===== src/ufb_map.svh =====
/*
 * Register map constants for the underflow status bank: register indices,
 * reset values and field layout.
 * Assumes inclusion by bare name; definitions only.
 */
`ifndef UFB_MAP_SVH
`define UFB_MAP_SVH

// ----------------------------------------------------------------------------
// Register indices (byte address is four times the index)
// ----------------------------------------------------------------------------
`define UFB_IDX_W               14
`define UFB_IDX_FLAGS_CH49_64   14'h058E
`define UFB_IDX_FLAGS_CH65_80   14'h058F
`define UFB_IDX_FLAGS_CH81_96   14'h0590
`define UFB_IDX_FLAGS_CH97_112  14'h0591
`define UFB_IDX_IRQ_STATUS      14'h05A0
`define UFB_IDX_IRQ_MASK        14'h05A1

// ----------------------------------------------------------------------------
// Field layout and reset values
// ----------------------------------------------------------------------------
`define UFB_FLAG_W              16
`define UFB_NUM_WORDS           4
`define UFB_FIRST_CHAN          49
`define UFB_FLAGS_RESET         16'h0000
`define UFB_IRQ_RESET           4'h0
`define UFB_DATA_RESET          32'h0000_0000

`endif


===== src/ufb_pkg.sv =====
/*
 * Types shared by the underflow status bank and its surroundings.
 * Assumes ufb_map.svh is on the include path.
 */
`include "ufb_map.svh"

package ufb_pkg;

    typedef logic [`UFB_IDX_W-1:0]     ufb_idx_t;
    typedef logic [`UFB_FLAG_W-1:0]    ufb_flag_word_t;
    typedef logic [`UFB_NUM_WORDS-1:0] ufb_group_t;
    typedef logic [31:0]               ufb_bus_word_t;

endpackage : ufb_pkg


===== src/ufb_underflow_status_bank.sv =====
/*
 * Latched clear-on-read underflow flags for channel input FIFOs 49..112,
 * four 16-bit words behind a classic Wishbone slave, plus a per-word
 * sticky event status with mask driving one level interrupt.
 * Assumes one clock, event strobes synchronous to clk_sys, and a
 * single-cycle Wishbone master that waits for ack.
 */
// Register access over Wishbone was chosen for this implementation.
`timescale 1ns/1ps
`default_nettype none
`include "ufb_map.svh"

module ufb_underflow_status_bank (
    input  wire logic                  clk_sys,        // System clock, 40 MHz
    input  wire logic                  arst_n,         // Asynchronous reset, active low
    input  wire logic                  wb_cyc_i,       // Wishbone cycle
    input  wire logic                  wb_stb_i,       // Wishbone strobe
    input  wire logic                  wb_we_i,        // Wishbone write enable
    input  wire logic [15:0]           wb_adr_i,       // Wishbone byte address
    input  wire logic [3:0]            wb_sel_i,       // Wishbone byte selects
    input  wire ufb_pkg::ufb_bus_word_t wb_dat_i,      // Wishbone write data
    output logic      [31:0]           wb_dat_o,       // Wishbone read data
    output logic                       wb_ack_o,       // Wishbone acknowledge
    input  wire logic [63:0]           uflow_evt_i,    // Underflow strobes, bit n = chan 49+n
    output logic                       irq_o           // Level interrupt, active high
);
    import ufb_pkg::*;

    // ------------------------------------------------------------------------
    // Address decode
    // ------------------------------------------------------------------------
    localparam int NW = `UFB_NUM_WORDS;
    localparam int FW = `UFB_FLAG_W;

    localparam ufb_idx_t FLAG_IDX [NW] = '{
        `UFB_IDX_FLAGS_CH49_64,
        `UFB_IDX_FLAGS_CH65_80,
        `UFB_IDX_FLAGS_CH81_96,
        `UFB_IDX_FLAGS_CH97_112
    };

    // One-hot hit vector: flag words, then irq status, then irq mask
    function automatic logic [NW+1:0] ufb_decode(input ufb_idx_t idx);
        logic [NW+1:0] hit;
        hit = '0;
        for (int i = 0; i < NW; i++) begin
            hit[i] = (idx == FLAG_IDX[i]);
        end
        hit[NW]   = (idx == `UFB_IDX_IRQ_STATUS);
        hit[NW+1] = (idx == `UFB_IDX_IRQ_MASK);
        return hit;
    endfunction : ufb_decode

    ufb_idx_t       req_idx;
    logic [NW+1:0]  req_hit;
    logic           bus_req;
    logic           rd_req;
    logic           wr_req;

    // Byte lanes [1:0] of the address are ignored: one register per word
    assign req_idx = wb_adr_i[`UFB_IDX_W+1:2];
    assign req_hit = ufb_decode(req_idx);
    // wb_ack_o gates out the second cycle so one request is served once
    assign bus_req = wb_cyc_i & wb_stb_i & ~wb_ack_o;
    assign rd_req  = bus_req & ~wb_we_i;
    assign wr_req  = bus_req & wb_we_i;

    // ------------------------------------------------------------------------
    // Underflow flag words
    // ------------------------------------------------------------------------
    ufb_flag_word_t flag_reg  [NW];
    ufb_flag_word_t flag_next [NW];
    ufb_group_t     grp_evt;

    for (genvar g = 0; g < NW; g++) begin : g_word
        ufb_flag_word_t evt_w;
        ufb_flag_word_t keep_w;

        assign evt_w  = uflow_evt_i[g*FW +: FW];
        // Clear the whole word on a read of it, whatever the byte selects
        assign keep_w = (rd_req && req_hit[g]) ? '0 : flag_reg[g];
        // Events are ORed in after the clear so a colliding event survives
        assign flag_next[g] = keep_w | evt_w;
        assign grp_evt[g]   = |evt_w;

        always_ff @(posedge clk_sys or negedge arst_n) begin
            if (!arst_n) begin
                flag_reg[g] <= `UFB_FLAGS_RESET;
            end else begin
                flag_reg[g] <= flag_next[g];
            end
        end
    end

    // ------------------------------------------------------------------------
    // Interrupt status and mask
    // ------------------------------------------------------------------------
    ufb_group_t irq_stat_reg;
    ufb_group_t irq_stat_next;
    ufb_group_t irq_mask_reg;
    ufb_group_t irq_w1c;

    assign irq_w1c = (wr_req && req_hit[NW] && wb_sel_i[0]) ? wb_dat_i[NW-1:0] : '0;
    // Set wins over a write-one-to-clear in the same cycle
    assign irq_stat_next = (irq_stat_reg & ~irq_w1c) | grp_evt;

    always_ff @(posedge clk_sys or negedge arst_n) begin
        if (!arst_n) begin
            irq_stat_reg <= `UFB_IRQ_RESET;
        end else begin
            irq_stat_reg <= irq_stat_next;
        end
    end

    always_ff @(posedge clk_sys or negedge arst_n) begin
        if (!arst_n) begin
            irq_mask_reg <= `UFB_IRQ_RESET;
        end else if (wr_req && req_hit[NW+1] && wb_sel_i[0]) begin
            irq_mask_reg <= wb_dat_i[NW-1:0];
        end
    end

    // Registered output, so irq lags the status bit by one cycle
    always_ff @(posedge clk_sys or negedge arst_n) begin
        if (!arst_n) begin
            irq_o <= 1'b0;
        end else begin
            irq_o <= |(irq_stat_reg & irq_mask_reg);
        end
    end

    // ------------------------------------------------------------------------
    // Read mux and bus answer
    // ------------------------------------------------------------------------
    ufb_bus_word_t rd_word;

    always_comb begin
        rd_word = `UFB_DATA_RESET;
        for (int i = 0; i < NW; i++) begin
            if (req_hit[i]) begin
                rd_word = {16'h0000, flag_reg[i]};
            end
        end
        if (req_hit[NW]) begin
            rd_word = {28'h000_0000, irq_stat_reg};
        end
        if (req_hit[NW+1]) begin
            rd_word = {28'h000_0000, irq_mask_reg};
        end
    end

    // Unmapped addresses are acknowledged with zero data, writes dropped
    always_ff @(posedge clk_sys or negedge arst_n) begin
        if (!arst_n) begin
            wb_ack_o <= 1'b0;
        end else begin
            wb_ack_o <= bus_req;
        end
    end

    // Data is sampled at the same edge that clears the word
    always_ff @(posedge clk_sys or negedge arst_n) begin
        if (!arst_n) begin
            wb_dat_o <= `UFB_DATA_RESET;
        end else if (rd_req) begin
            wb_dat_o <= rd_word;
        end
    end

endmodule : ufb_underflow_status_bank
`default_nettype wire


===== config.mk =====
export PLATFORM = sky130hd
export DESIGN_NAME = ufb_underflow_status_bank
export DESIGN_NICKNAME = d
export VERILOG_FILES = /design/src/ufb_pkg.sv /design/src/ufb_underflow_status_bank.sv
export VERILOG_INCLUDE_DIRS = /design/src
export SDC_FILE = /design/constraint.sdc
export NUM_CORES = 1
export LEC_CHECK = 0
export BUFFER_PORTS_ARGS = -buffer_cell sky130_fd_sc_hd__buf_2
export CORE_ASPECT_RATIO = 0.9
export CORE_MARGIN = 2
export CORE_UTILIZATION = 30
export DETAILED_ROUTE_END_ITERATION = 6
export GPL_ROUTABILITY_DRIVEN = 1
export PLACE_DENSITY = 0.63
export SLEW_MARGIN = 20
export SYNTH_ARGS = -nofsm -noshare
export SYNTH_HDL_FRONTEND = slang
export SYNTH_SLANG_ARGS = --single-unit

===== constraint.sdc =====
create_clock -name clk_sys -period 2.14 [get_ports clk_sys]
set_clock_uncertainty 0.15 [all_clocks]
set_input_delay 0.107 -clock clk_sys [delete_from_list [all_inputs] [get_ports clk_sys]]
set_output_delay 0.107 -clock clk_sys [all_outputs]
set_load 0.02 [all_outputs]

Yosys cells after proc, flatten, opt, wreduce, memory -nomap -nowiden --
Cells that the tools add are included.
Storage, ports and cells: logic and storage cells 53, output and inout bits 34, register bits 106, bits of input ports 121
Operators by class: bitwise logic cells 14, eq/ne operators 6, reductions and logical operators 13, multiplexer cells 11
Operators with widths (count):
- 16-bit 2-to-1 mux | 10
- 14-bit by 11-bit equality test with 1-bit output (second input constant) | 6
- 16-bit OR | 4
- 16-bit OR reduction | 4
- 4-bit AND | 2
- 1-bit logical AND | 8
- 1-bit AND | 4
- 4-bit 2-to-1 mux | 1
- 4-bit NOT | 1
- 4-bit OR | 1
- 4-bit OR reduction | 1
- 1-bit NOT | 2

Longest topological paths before layout --
Gate-level depths: netlist (run 1).
depth after elaboration 9, mapped depth 7

Worst setup path before layout (run 1) --
Ideal clock, no wire load.
path kind reg-to-reg, start reg wb_ack_o, end reg flag_reg[53] in the netlist's numbering, required time 1.872 ns, cell stages (with the launch flop) 8, path buffers 2, arrival 1.841 ns, path slack 0.031 ns, path through dfrtp_1 -> and3b_1 -> nor2b_1 -> nand2_1 -> or4_4 -> buf_6 -> buf_6 -> a21o_1
RTL lines:
- start: declaration | RTL line ufb_underflow_status_bank.sv:23 | output logic wb_ack_o,
- start signal: assignment | RTL line ufb_underflow_status_bank.sv:157 | wb_ack_o <= bus_req;
- end signal: indexed assignment | RTL line ufb_underflow_status_bank.sv:88 | flag_reg[g] <= `UFB_FLAGS_RESET;
- end signal: indexed assignment | RTL line ufb_underflow_status_bank.sv:90 | flag_reg[g] <= flag_next[g];
- end: declaration | RTL line ufb_underflow_status_bank.sv:71 | ufb_flag_word_t flag_reg [NW];

==> results of run 1 <==
[synth_stat cells, types with 2 or more instances]
cell type  count
a21o_1        80
a221oi_1       4
a222oi_1      12
a22oi_1        2
and3_1         2
buf_2          8
buf_4         16
buf_6          2
clkbuf_1      10
dfrtp_1       90
mux2_1         4
nand2_1       25
nand3_1        2
nand4_1        4
nor2_1        14
nor3b_2        2
nor4_1        16
o211ai_1       8
o21ai_0        4
o21ba_2        4
o221a_1        4
o31ai_1       12
o32ai_1        4
[path summary, 6_finish.rpt]
check,endpoint,slack [ps],depth (start not counted)
worst max-delay path,flag_reg[3],100,7
worst min-delay path,wb_ack_o,40,3
worst min register to register,flag_reg[24],330,1
min in group asynchronous,flag_reg[31],190,2
max in group asynchronous,flag_reg[12],990,3
worst max register to register,flag_reg[3],100,7
[power by group through the flow]
stage | clock, mW | combinational, mW | sequential (mW)
global placement | 0 | 0.306 | 1.76
CTS | 1.56 | 0.408 | 1.72
floorplan | 0 | 0.123 | 1.78
global route | 1.62 | 0.446 | 1.73
detailed placement | 0 | 0.311 | 1.76
finish | 1.52 | 0.408 | 1.72
[cells by family (layout without fill, tap and decap cells)]
logic type      after synthesis  in the layout  share of synthesized area [%]
compound gates              134            134                           26.3
buf+inv                      36            205                           5.46
simple gates                 80             80                           11.2
other cells                   1             16                         0.0929
flops                        90             90                           55.8
mux                           4              4                           1.12
[worst min-delay path, cell delays in order]
cell and delay [ps]:
buf_2 70, and3b_1 180, buf_4 130
[area by class of cell]
type / instances / share of cell area (%)
flip-flops and latches: 90 / 39.4
clock buffers: 11 / 4.42
repair buffers: 189 / 23.5
multi-input cells: 234 / 28.4
clock inverters: 5 / 0.656
well taps: 168 / 3.68
[through the flow]
step	cell area, µm²	std cells	utilization (%)	power, mW	setup TNS (ps)
floorplan	4090	360	-	1.90	0
global placement	4730	612	35.7	2.06	-138
detailed placement	4730	612	35.7	2.07	-374
CTS	5720	697	43.1	3.69	0
global route	5720	697	43.1	3.79	0
finish	5720	697	43.1	3.66	0
[repair_timing]
item,4_1_cts,5_1_grt
resized for setup,1,1
setup endpoints to repair,16,45
pin swaps,0,1
hold buffers,69,0
endpoints found under the hold margin,117,0
[layer usage]
| layer | share of wire, % | up-vias | GRT usage, % |
|---|---|---|---|
| met3 | 5.6 | 19 | 4.03 |
| met2 | 45 | 126 | 26.3 |
| met4 | 2.0 | 0 | 5.27 |
| met1 | 47 | 1703 | 23.1 |
| met5 | 0 | - | 0 |
| li1 | - | 1642 | - |
[cells in the final DEF (no fill, tap or decap), types with 2 or more instances in the layout]
cell type and instances:
buf_2 104, dfrtp_1 90, a21o_1 80, dlygate4sd3_1 69
nand2_1 24, nor4_1 16, conb_1 16, buf_4 15
nor2_1 14, a222oi_1 12, o31ai_1 12, clkbuf_16 9
o211ai_1 8, nand4_1 4, mux2_1 4, o21ba_2 4
o21ai_0 4, o32ai_1 4, a221oi_1 4, o221a_1 4
nor3b_2 2, nand3_1 2, a22oi_1 2, clkinvlp_4 2
clkbuf_8 2
==> impl_results.md, run 1 <==
- Status: finished with violations
- Failing checks: DRC
- Hold WC Path Type: input port to flop
- Yosys warns: 0
- RSZ-0062 raised after global routing: no
- Post-Syn Area: 0.00404 mm²
- Leakage power: 2.36 nW
- Synthesized netlist cell count: 345
- First-pass detailed-route iteration total: 7
- Worst path slowest cell: dfrtp_1
- Routed wire per std cell: 16.7 µm
- Diode count: 0
- Relative slew slack: 58.2%
- FF+latch count, synth: 90
- Largest cells by area after synthesis: dfrtp_1 (56%), a21o_1 (15%), a222oi_1 (3.0%)
- DRC Markers: 4
- GPL Wtd Cong: 0.842
- Hold_sp: wb_stb_i
- Post-synth EDFFs: 0
- Worst-path clk slew: 60 ps
- Clock power share: 41.7%
- Via Count: 3490
- Clock sink count: 90
- FFs w/ async S/R, synth: 100%
- Startpoint types: flop
- Number of flip-flops in the largest register: 64
- Total core area: 0.0133 mm²
- Max incr delay on CP: 370 ps
- Buf/Inv on CP: 2
- Final Max Slew Viols: 0
- Port Buffers: 105
- All-Layer GR Usage: 16.8%
- Vias in the first global route: 3581
- Fin nets: 645
- H-tree levels: 3
- Area leader, netlist: dfrtp_1
- Psw: 883 µW
- Area fraction of the dominant cell type after synthesis: 55.8%
- Iter 0 DRT Violations: 321
- PD cells: 639 mW/mm²
- # setup viols final: 0
- Sequential-to-total area share from yosys stat: 55.8%
- CP arrival: 2120 ps
- Sw frac: 24.2%
- CTS Buffer Depth: 2
- Worst path cell trace: and3b_1 > nor2b_1 > buf_4 > and3_2 > nand2_1 > buf_4 > a21o_1
- Initial antenna violation count: 0
- P_int: 2.77 mW
- CTS tree: done
- Most frequent CP cell: buf_4
- Worst Setup Slack, final: 101 ps
- CP Data Required Time: 2220 ps
- Comb pwr share: 11.2%
- Initial Utilization: 30.4%
- Footprint of the multi-input gates: 0.00162 mm²
- Num rows: 40
- CP top delay family: simple AND/OR/NAND/NOR gates
- Dpl ws: -30.4 ps
- Crit end category: flop
- Critical path class: flop to flop
- Vias per cell: 5.01
- First-pass GRT wire length: 18800 µm
- Final ANT Viol Nets: 0
- FILL cells: 1286
- Final worst path period share: 95.3%
- Syn_area_per_cell: 11.7 µm²
- Area delta synth->final: 41.7%
- Routed WL: 11600 µm
- Die ar.: 0.0144 mm²
- Yosys cell types: 39
- Pin count of the biggest net entering global routing: 49
- Worst IR drop on VDD: 394 µV
- Postcts setup bufs: 0
- Worst-Margin Slew: 628 ps
- Die X-Extent: 126 µm
- Storage cell area: 0.00225 mm²
- Maximum fanout along the worst path: 16
- Max Freq: 0.490 GHz
- Top Ports: 155
- Max Cap Violations: 0
- Reg power frac: 47.2%
- HPWL after detailed placement: 8760 µm
- CTS Buf Count: 9
- Clock Latency Late Sink: 340 ps
- Fin crit period: 2040 ps
- Min Hold Slack: 35.5 ps
- Share of cells above drive strength 1: 28.2%
- Die Y: 114 µm
- Main synth FF type: dfrtp_1
- CTS Root Cell: clkbuf_16
- Crit. Startpoint: wb_ack_o
- Final hold vios: 0
- Worst r2r src: wb_ack_o
- Grt ovf: 0
Power figures use the tool's default switching activity.
==> inputs of run 2 (changes only) <==
--- a/config.mk
+++ b/config.mk
@@ -6,7 +6,7 @@
 export SDC_FILE = /design/constraint.sdc
 export NUM_CORES = 1
 export LEC_CHECK = 0
-export BUFFER_PORTS_ARGS = -buffer_cell sky130_fd_sc_hd__buf_2
+export BUFFER_PORTS_ARGS = -buffer_cell sky130_fd_sc_hd__clkbuf_2
 export CORE_ASPECT_RATIO = 0.9
 export CORE_MARGIN = 2
 export CORE_UTILIZATION = 30
==> run 2 against run 1 <==
Net effect:
- the flow now finishes without violations
- die area unchanged
- worst setup slack better by 22 ps
- critical path depth down 1
- cell area down 0.13%
- sequential cell count unchanged
- total power down 0.93%
==> impl_results.md, run 2 (synthesis gave the netlist of run 1 again) <==
- CP Data Required Time: 2230 ps
- Port Buffers: 105
- Max incr delay on CP: 370 ps
- Footprint of the multi-input gates: 0.00162 mm²
- Final ANT Viol Nets: 0
- Maximum fanout along the worst path: 16
- CTS Root Cell: clkbuf_16
- Worst hold path depth: 3
- Final hold vios: 0
- First-pass GRT wire length: 18600 µm
- CTS Buf Count: 9
- Reg-to-reg endpoint: flag_reg[42]
- Worst path cell trace: and3b_1 > nor2b_2 > buf_4 > and3_1 > nand2_2 > a21o_1
- Crit end category: flop
- Routed WL: 11700 µm
- Storage cell area: 0.00225 mm²
- PD cells: 634 mW/mm²
- Vias per cell: 4.93
- Final Max Slew Viols: 0
- Dpl ws: -58.6 ps
- Routed wire per std cell: 16.8 µm
- Area delta synth->final: 41.6%
- WHS Endpoint: wb_ack_o
- Hold_sp: wb_stb_i
- Die ar.: 0.0144 mm²
- Min Hold Slack: 27.9 ps
- Clock Latency Late Sink: 350 ps
- Critical path class: flop to flop
- HPWL after detailed placement: 8940 µm
- CP arrival: 2100 ps
- Final instance area: 0.00571 mm²
- CTS tree: done
- Placed cell areas: 0.00473 mm²
- Postcts setup bufs: 0
- # setup viols final: 0
- All-Layer GR Usage: 16.8%
- RSZ-0062 raised after global routing: no
- Worst r2r src: wb_ack_o
- H-tree levels: 3
- Via Count: 3433
- Worst-path clk slew: 60 ps
- Final non-filler cell total: 697
- Num rows: 40
- Worst path slowest cell: dfrtp_1
- Crit. Startpoint: wb_ack_o
- Number of flip-flops in the largest register: 64
- Most frequent cells in the layout: clkbuf_2 (104), dfrtp_1 (90), a21o_1 (80)
- Initial Utilization: 30.4%
- Status: finished clean
- FILL cells: 1277
- Worst IR drop on VDD: 399 µV
- Iter 0 DRT Violations: 386
- Diode count: 0
- CTS Buffer Depth: 2
- Leakage power: 2.37 nW
- Max Freq: 0.496 GHz
- Grt ovf: 0
- Commonest non-fill, non-tap cell in the layout: clkbuf_2
- Hold WC Path Type: input port to flop
- Tot Pwr: 3.62 mW
- Max Cap Violations: 0
- Startpoint types: flop
- Fin nets: 645
- Die Y: 114 µm
- Fin crit period: 2020 ps
- Initial antenna violation count: 0
- Vias in the first global route: 3442
- Worst Setup Slack, final: 123 ps
- Top Ports: 155
- GPL Wtd Cong: 0.850
- Worst reg-to-reg path cell count: 6
- Relative slew slack: 61.1%
- Total core area: 0.0133 mm²
- Reg2Reg Setup Slack: 120 ps
- Placed cells: 612
- Die X-Extent: 126 µm
- Worst-Margin Slew: 584 ps
- Final worst path period share: 94.2%
- Pin count of the biggest net entering global routing: 49
- Clock sink count: 90
- Share of cells above drive strength 1: 28.2%
- DRC Markers: 0
- First-pass detailed-route iteration total: 5
-- run 2: cell types whose count changed in the layout (fill, tap and decap cells not counted), sizes merged --
cell    change
clkinv      +2
clkbuf    +103
buf       -104
inv         -1
-- run 2: routing by layer --
layer / wire, µm / global-route usage [%] / up-vias
li1: - / - / 1650
met1: 5590 / 23.5 / 1658
met2: 5350 / 26.0 / 116
met3: 675 / 4.69 / 9
met4: 103 / 4.18 / 0
met5: 0 / 0 / -
-- run 2: power breakdown --
group | switching, mW | internal, mW | total [mW] | leakage, nW
registers | 0.00904 | 1.72 | 1.73 | 0.893
clock network | 0.671 | 0.818 | 1.49 | 0.134
logic | 0.206 | 0.202 | 0.408 | 1.34
total | 0.886 | 2.74 | 3.62 | 2.37
-- run 2: repair_timing --
action | CTS | global route
pin swaps | 0 | 1
gates resized for setup | 1 | 1
hold endpoints to repair | 117 | 0
endpoints found under the setup margin | 16 | 63
hold buffers | 69 | 0
-- run 2: how the worst max path moves through the flow --
stage | cells after the start | to
after CTS | 5 | flag_reg[54]
after detailed placement | 6 | flag_reg[42]
final | 6 | flag_reg[42]
after floorplan | 7 | flag_reg[53]
after global placement | 6 | flag_reg[42]
after global routing | 6 | flag_reg[36]
-- run 2: through the flow --
step           util [%]  setup TNS (ps)
2_1_floorplan         -               0
5_1_grt            43.1               0
6_report           43.1               0
3_3_place_gp       35.7           -31.8
4_1_cts            43.0               0
3_5_place_dp       35.7            -870
-- run 2: final cells by class --
| cell class | count | area share, % |
|---|---|---|
| clock buffers | 10 | 4.18 |
| clock inverters | 6 | 0.745 |
| multi-input cells | 234 | 28.4 |
| flip-flops and latches | 90 | 39.4 |
| well taps | 168 | 3.68 |
| repair buffers | 189 | 23.5 |
-- run 2: worst max-delay path: cells and delay by family (launching register included) --
family / cells / cell delay, ps
buf+inv: 1 / 200
simple gates: 4 / 940
compound gates: 1 / 240
flops: 1 / 370
==> inputs of run 3 (changes only) <==
--- a/config.mk
+++ b/config.mk
@@ -6,13 +6,14 @@
 export SDC_FILE = /design/constraint.sdc
 export NUM_CORES = 1
 export LEC_CHECK = 0
-export BUFFER_PORTS_ARGS = -buffer_cell sky130_fd_sc_hd__clkbuf_2
+export ABC_AREA = 1
 export CORE_ASPECT_RATIO = 0.9
 export CORE_MARGIN = 2
 export CORE_UTILIZATION = 30
 export DETAILED_ROUTE_END_ITERATION = 6
+export DONT_BUFFER_PORTS = 1
 export GPL_ROUTABILITY_DRIVEN = 1
-export PLACE_DENSITY = 0.63
+export PLACE_DENSITY = 0.54
 export SLEW_MARGIN = 20
 export SYNTH_ARGS = -nofsm -noshare
 export SYNTH_HDL_FRONTEND = slang
==> run 3 against run 2 <==
Net effect:
- the run now ends with hold timing left
- sequential power barely moved
- global-route usage down 0.96 points
- sequential cell count did not move
- final cell count rose by 15%
- clock power increased by 14%
- synthesized cell count grew 51%
- register-to-register slack better by 230 ps
- sequential share of layout area is 0.14 points higher
==> impl_results.md, run 3 <==
- Status: finished with violations
- Failing checks: hold timing
- Number of flip-flops in the largest register: 64
- Vias per cell: 4.56
- Worst-path clk slew: 60 ps
- Vias in the first global route: 3709
- Post-synth EDFFs: 0
- Reg power frac: 46.6%
- Largest cells by area after synthesis: dfrtp_1 (50%), nand2_1 (8.3%), inv_1 (6.9%)
- Setup_tns: 0 ps
- Worst IR drop on VDD: 380 µV
- First-pass detailed-route iteration total: 4
- RSZ-0062 raised after global routing: no
- Main synth FF type: dfrtp_1
- Top Ports: 155
- Cell with the most instances after synthesis: nand2_1
- Postcts setup bufs: 0
- Dpl ws: 281 ps
- Iter 0 DRT Violations: 164
- CP Data Required Time: 2220 ps
- Final Util: 38.8%
- Die ar.: 0.0160 mm²
- CTS Buffer Depth: 2
- Pin count of the biggest net entering global routing: 91
- Grt ovf: 0
- Maximum fanout along the worst path: 18
- HPWL after detailed placement: 9320 µm
- Sequential-to-total area share from yosys stat: 50.1%
- FF+latch count, synth: 90
- Worst-Margin Slew: 622 ps
- Final Max Slew Viols: 0
- Clock Latency Late Sink: 340 ps
- Min Hold Slack: -700 ps
- PD cells: 642 mW/mm²
- Crit end category: flop
- Final ANT Viol Nets: 0
- CTS Buf Count: 9
- Diode count: 0
- Via Count: 3654
- Yosys cell types: 29
- Fin crit period: 1780 ps
- Port Buffers: 0
- GPL Wtd Cong: 0.894
- # setup viols final: 0
- H-tree levels: 3
- Share of cells above drive strength 1: 9.45%
- First-pass GRT wire length: 19500 µm
- Critical path class: flop to flop
- Routed WL: 12300 µm
- Hold Buf Count CTS: 74
- Clock sink count: 90
- Most frequent cells in the layout: nand2_1 (99), dfrtp_1 (90), inv_1 (83)
- Final hold vios: 90
- Comb pwr share: 6.8%
- All-Layer GR Usage: 15.8%
- Sw frac: 21.2%
- Area leader, netlist: dfrtp_1
- Hold WC Path Type: input port to async pin
- CTS Root Cell: clkbuf_16
- DRC Markers: 0
- Num rows: 42
- Post-Syn Area: 0.00450 mm²
- Max Cap Violations: 0
- Syn_area_per_cell: 8.61 µm²
- Leakage power: 2.95 nW
- Die Y: 120 µm
- Routed wire per std cell: 15.4 µm
- Area fraction of the dominant cell type after synthesis: 50.1%
- Most frequent cells after synthesis: nand2_1 (99), dfrtp_1 (90), inv_1 (83)
- CTS tree: done
- Area delta synth->final: 26.6%
- Die X-Extent: 133 µm
- Total core area: 0.0147 mm²
- Initial Utilization: 30.7%
- FFs w/ async S/R, synth: 100%
- Relative slew slack: 58.2%
- Post-CTS sizing: 0
- Worst Setup Slack, final: 358 ps
- Synthesized netlist cell count: 522
- Max Freq: 0.561 GHz
- Final worst path period share: 83.3%
- Startpoint types: flop
- Fin nets: 719
- Initial antenna violation count: 0
- Worst r2r src: wb_ack_o
- P_int: 2.88 mW
- Crit. Startpoint: wb_ack_o
- Yosys warns: 0
- Commonest non-fill, non-tap cell in the layout: nand2_1
- CP arrival: 1860 ps
- Clock power share: 46.6%
- Psw: 777 µW
run 3: layout make-up:
| type | instances | area, µm² |
|---|---|---|
| Sequential cell | 90 | 2250 |
| Multi-Input combinational cell | 325 | 1740 |
| Fill cell | 1493 | 8970 |
| Clock buffer | 11 | 243 |
| Clock inverter | 5 | 77.6 |
| Tap cell | 198 | 248 |
| Inverter | 92 | 349 |
| Timing Repair Buffer | 80 | 786 |
run 3: through the flow:
stage | std cells | instance area [µm²] | hold slack (ps) | total power [mW]
2_1_floorplan | 537 | 4550 | -339 | 1.86
3_3_place_gp | 711 | 4630 | -333 | 1.86
3_5_place_dp | 711 | 4630 | -334 | 1.86
4_1_cts | 801 | 5690 | -710 | 3.70
5_1_grt | 801 | 5690 | -717 | 3.79
6_report | 801 | 5690 | -700 | 3.66
run 3: layer usage:
layer,track usage [%],vias up,share of wire (%)
li1,-,1802,-
met1,21.4,1739,48
met2,24.2,97,44
met3,4.86,16,5.6
met4,5.38,0,1.9
met5,0,-,0
run 3: worst paths after layout:
kind / end / slack [ps] / depth (start not counted)
hold reg to reg: flag_reg[36] / 350 / 2
setup / recovery: flag_reg[17] / 360 / 7
setup reg to reg: flag_reg[17] / 360 / 7
max in group asynchronous: flag_reg[50] / 2440 / 0
hold / removal: wb_dat_o[11] / -700 / 0
min in group clk_sys: wb_dat_o[3] / 70 / 6
run 3: power groups by stage:
| stage | clock network [mW] | registers (mW) | logic (mW) |
|---|---|---|---|
| 3_5_place_dp | 0 | 1.74 | 0.126 |
| 2_1_floorplan | 0 | 1.74 | 0.124 |
| 4_1_cts | 1.74 | 1.70 | 0.249 |
| 3_3_place_gp | 0 | 1.74 | 0.125 |
| 6_report | 1.70 | 1.70 | 0.248 |
| 5_1_grt | 1.82 | 1.70 | 0.270 |
run 3: kinds of logic (layout without fill, tap and decap cells):
kind of cell,Yosys count,count (layout),synth area share [%]
compound gates,109,109,14.9
buf+inv,122,188,12.5
flops,90,90,50.1
other cells,1,16,0.0834
simple gates,200,200,22.4
run 3: worst max-delay path: stages, from the launching register on:
cell and delay [ps]:
dfrtp_1 380, nor2_1 100, nand2_1 110, nor2_4 150, inv_2 190, nor2_1 290, buf_4 220, o21bai_1 70
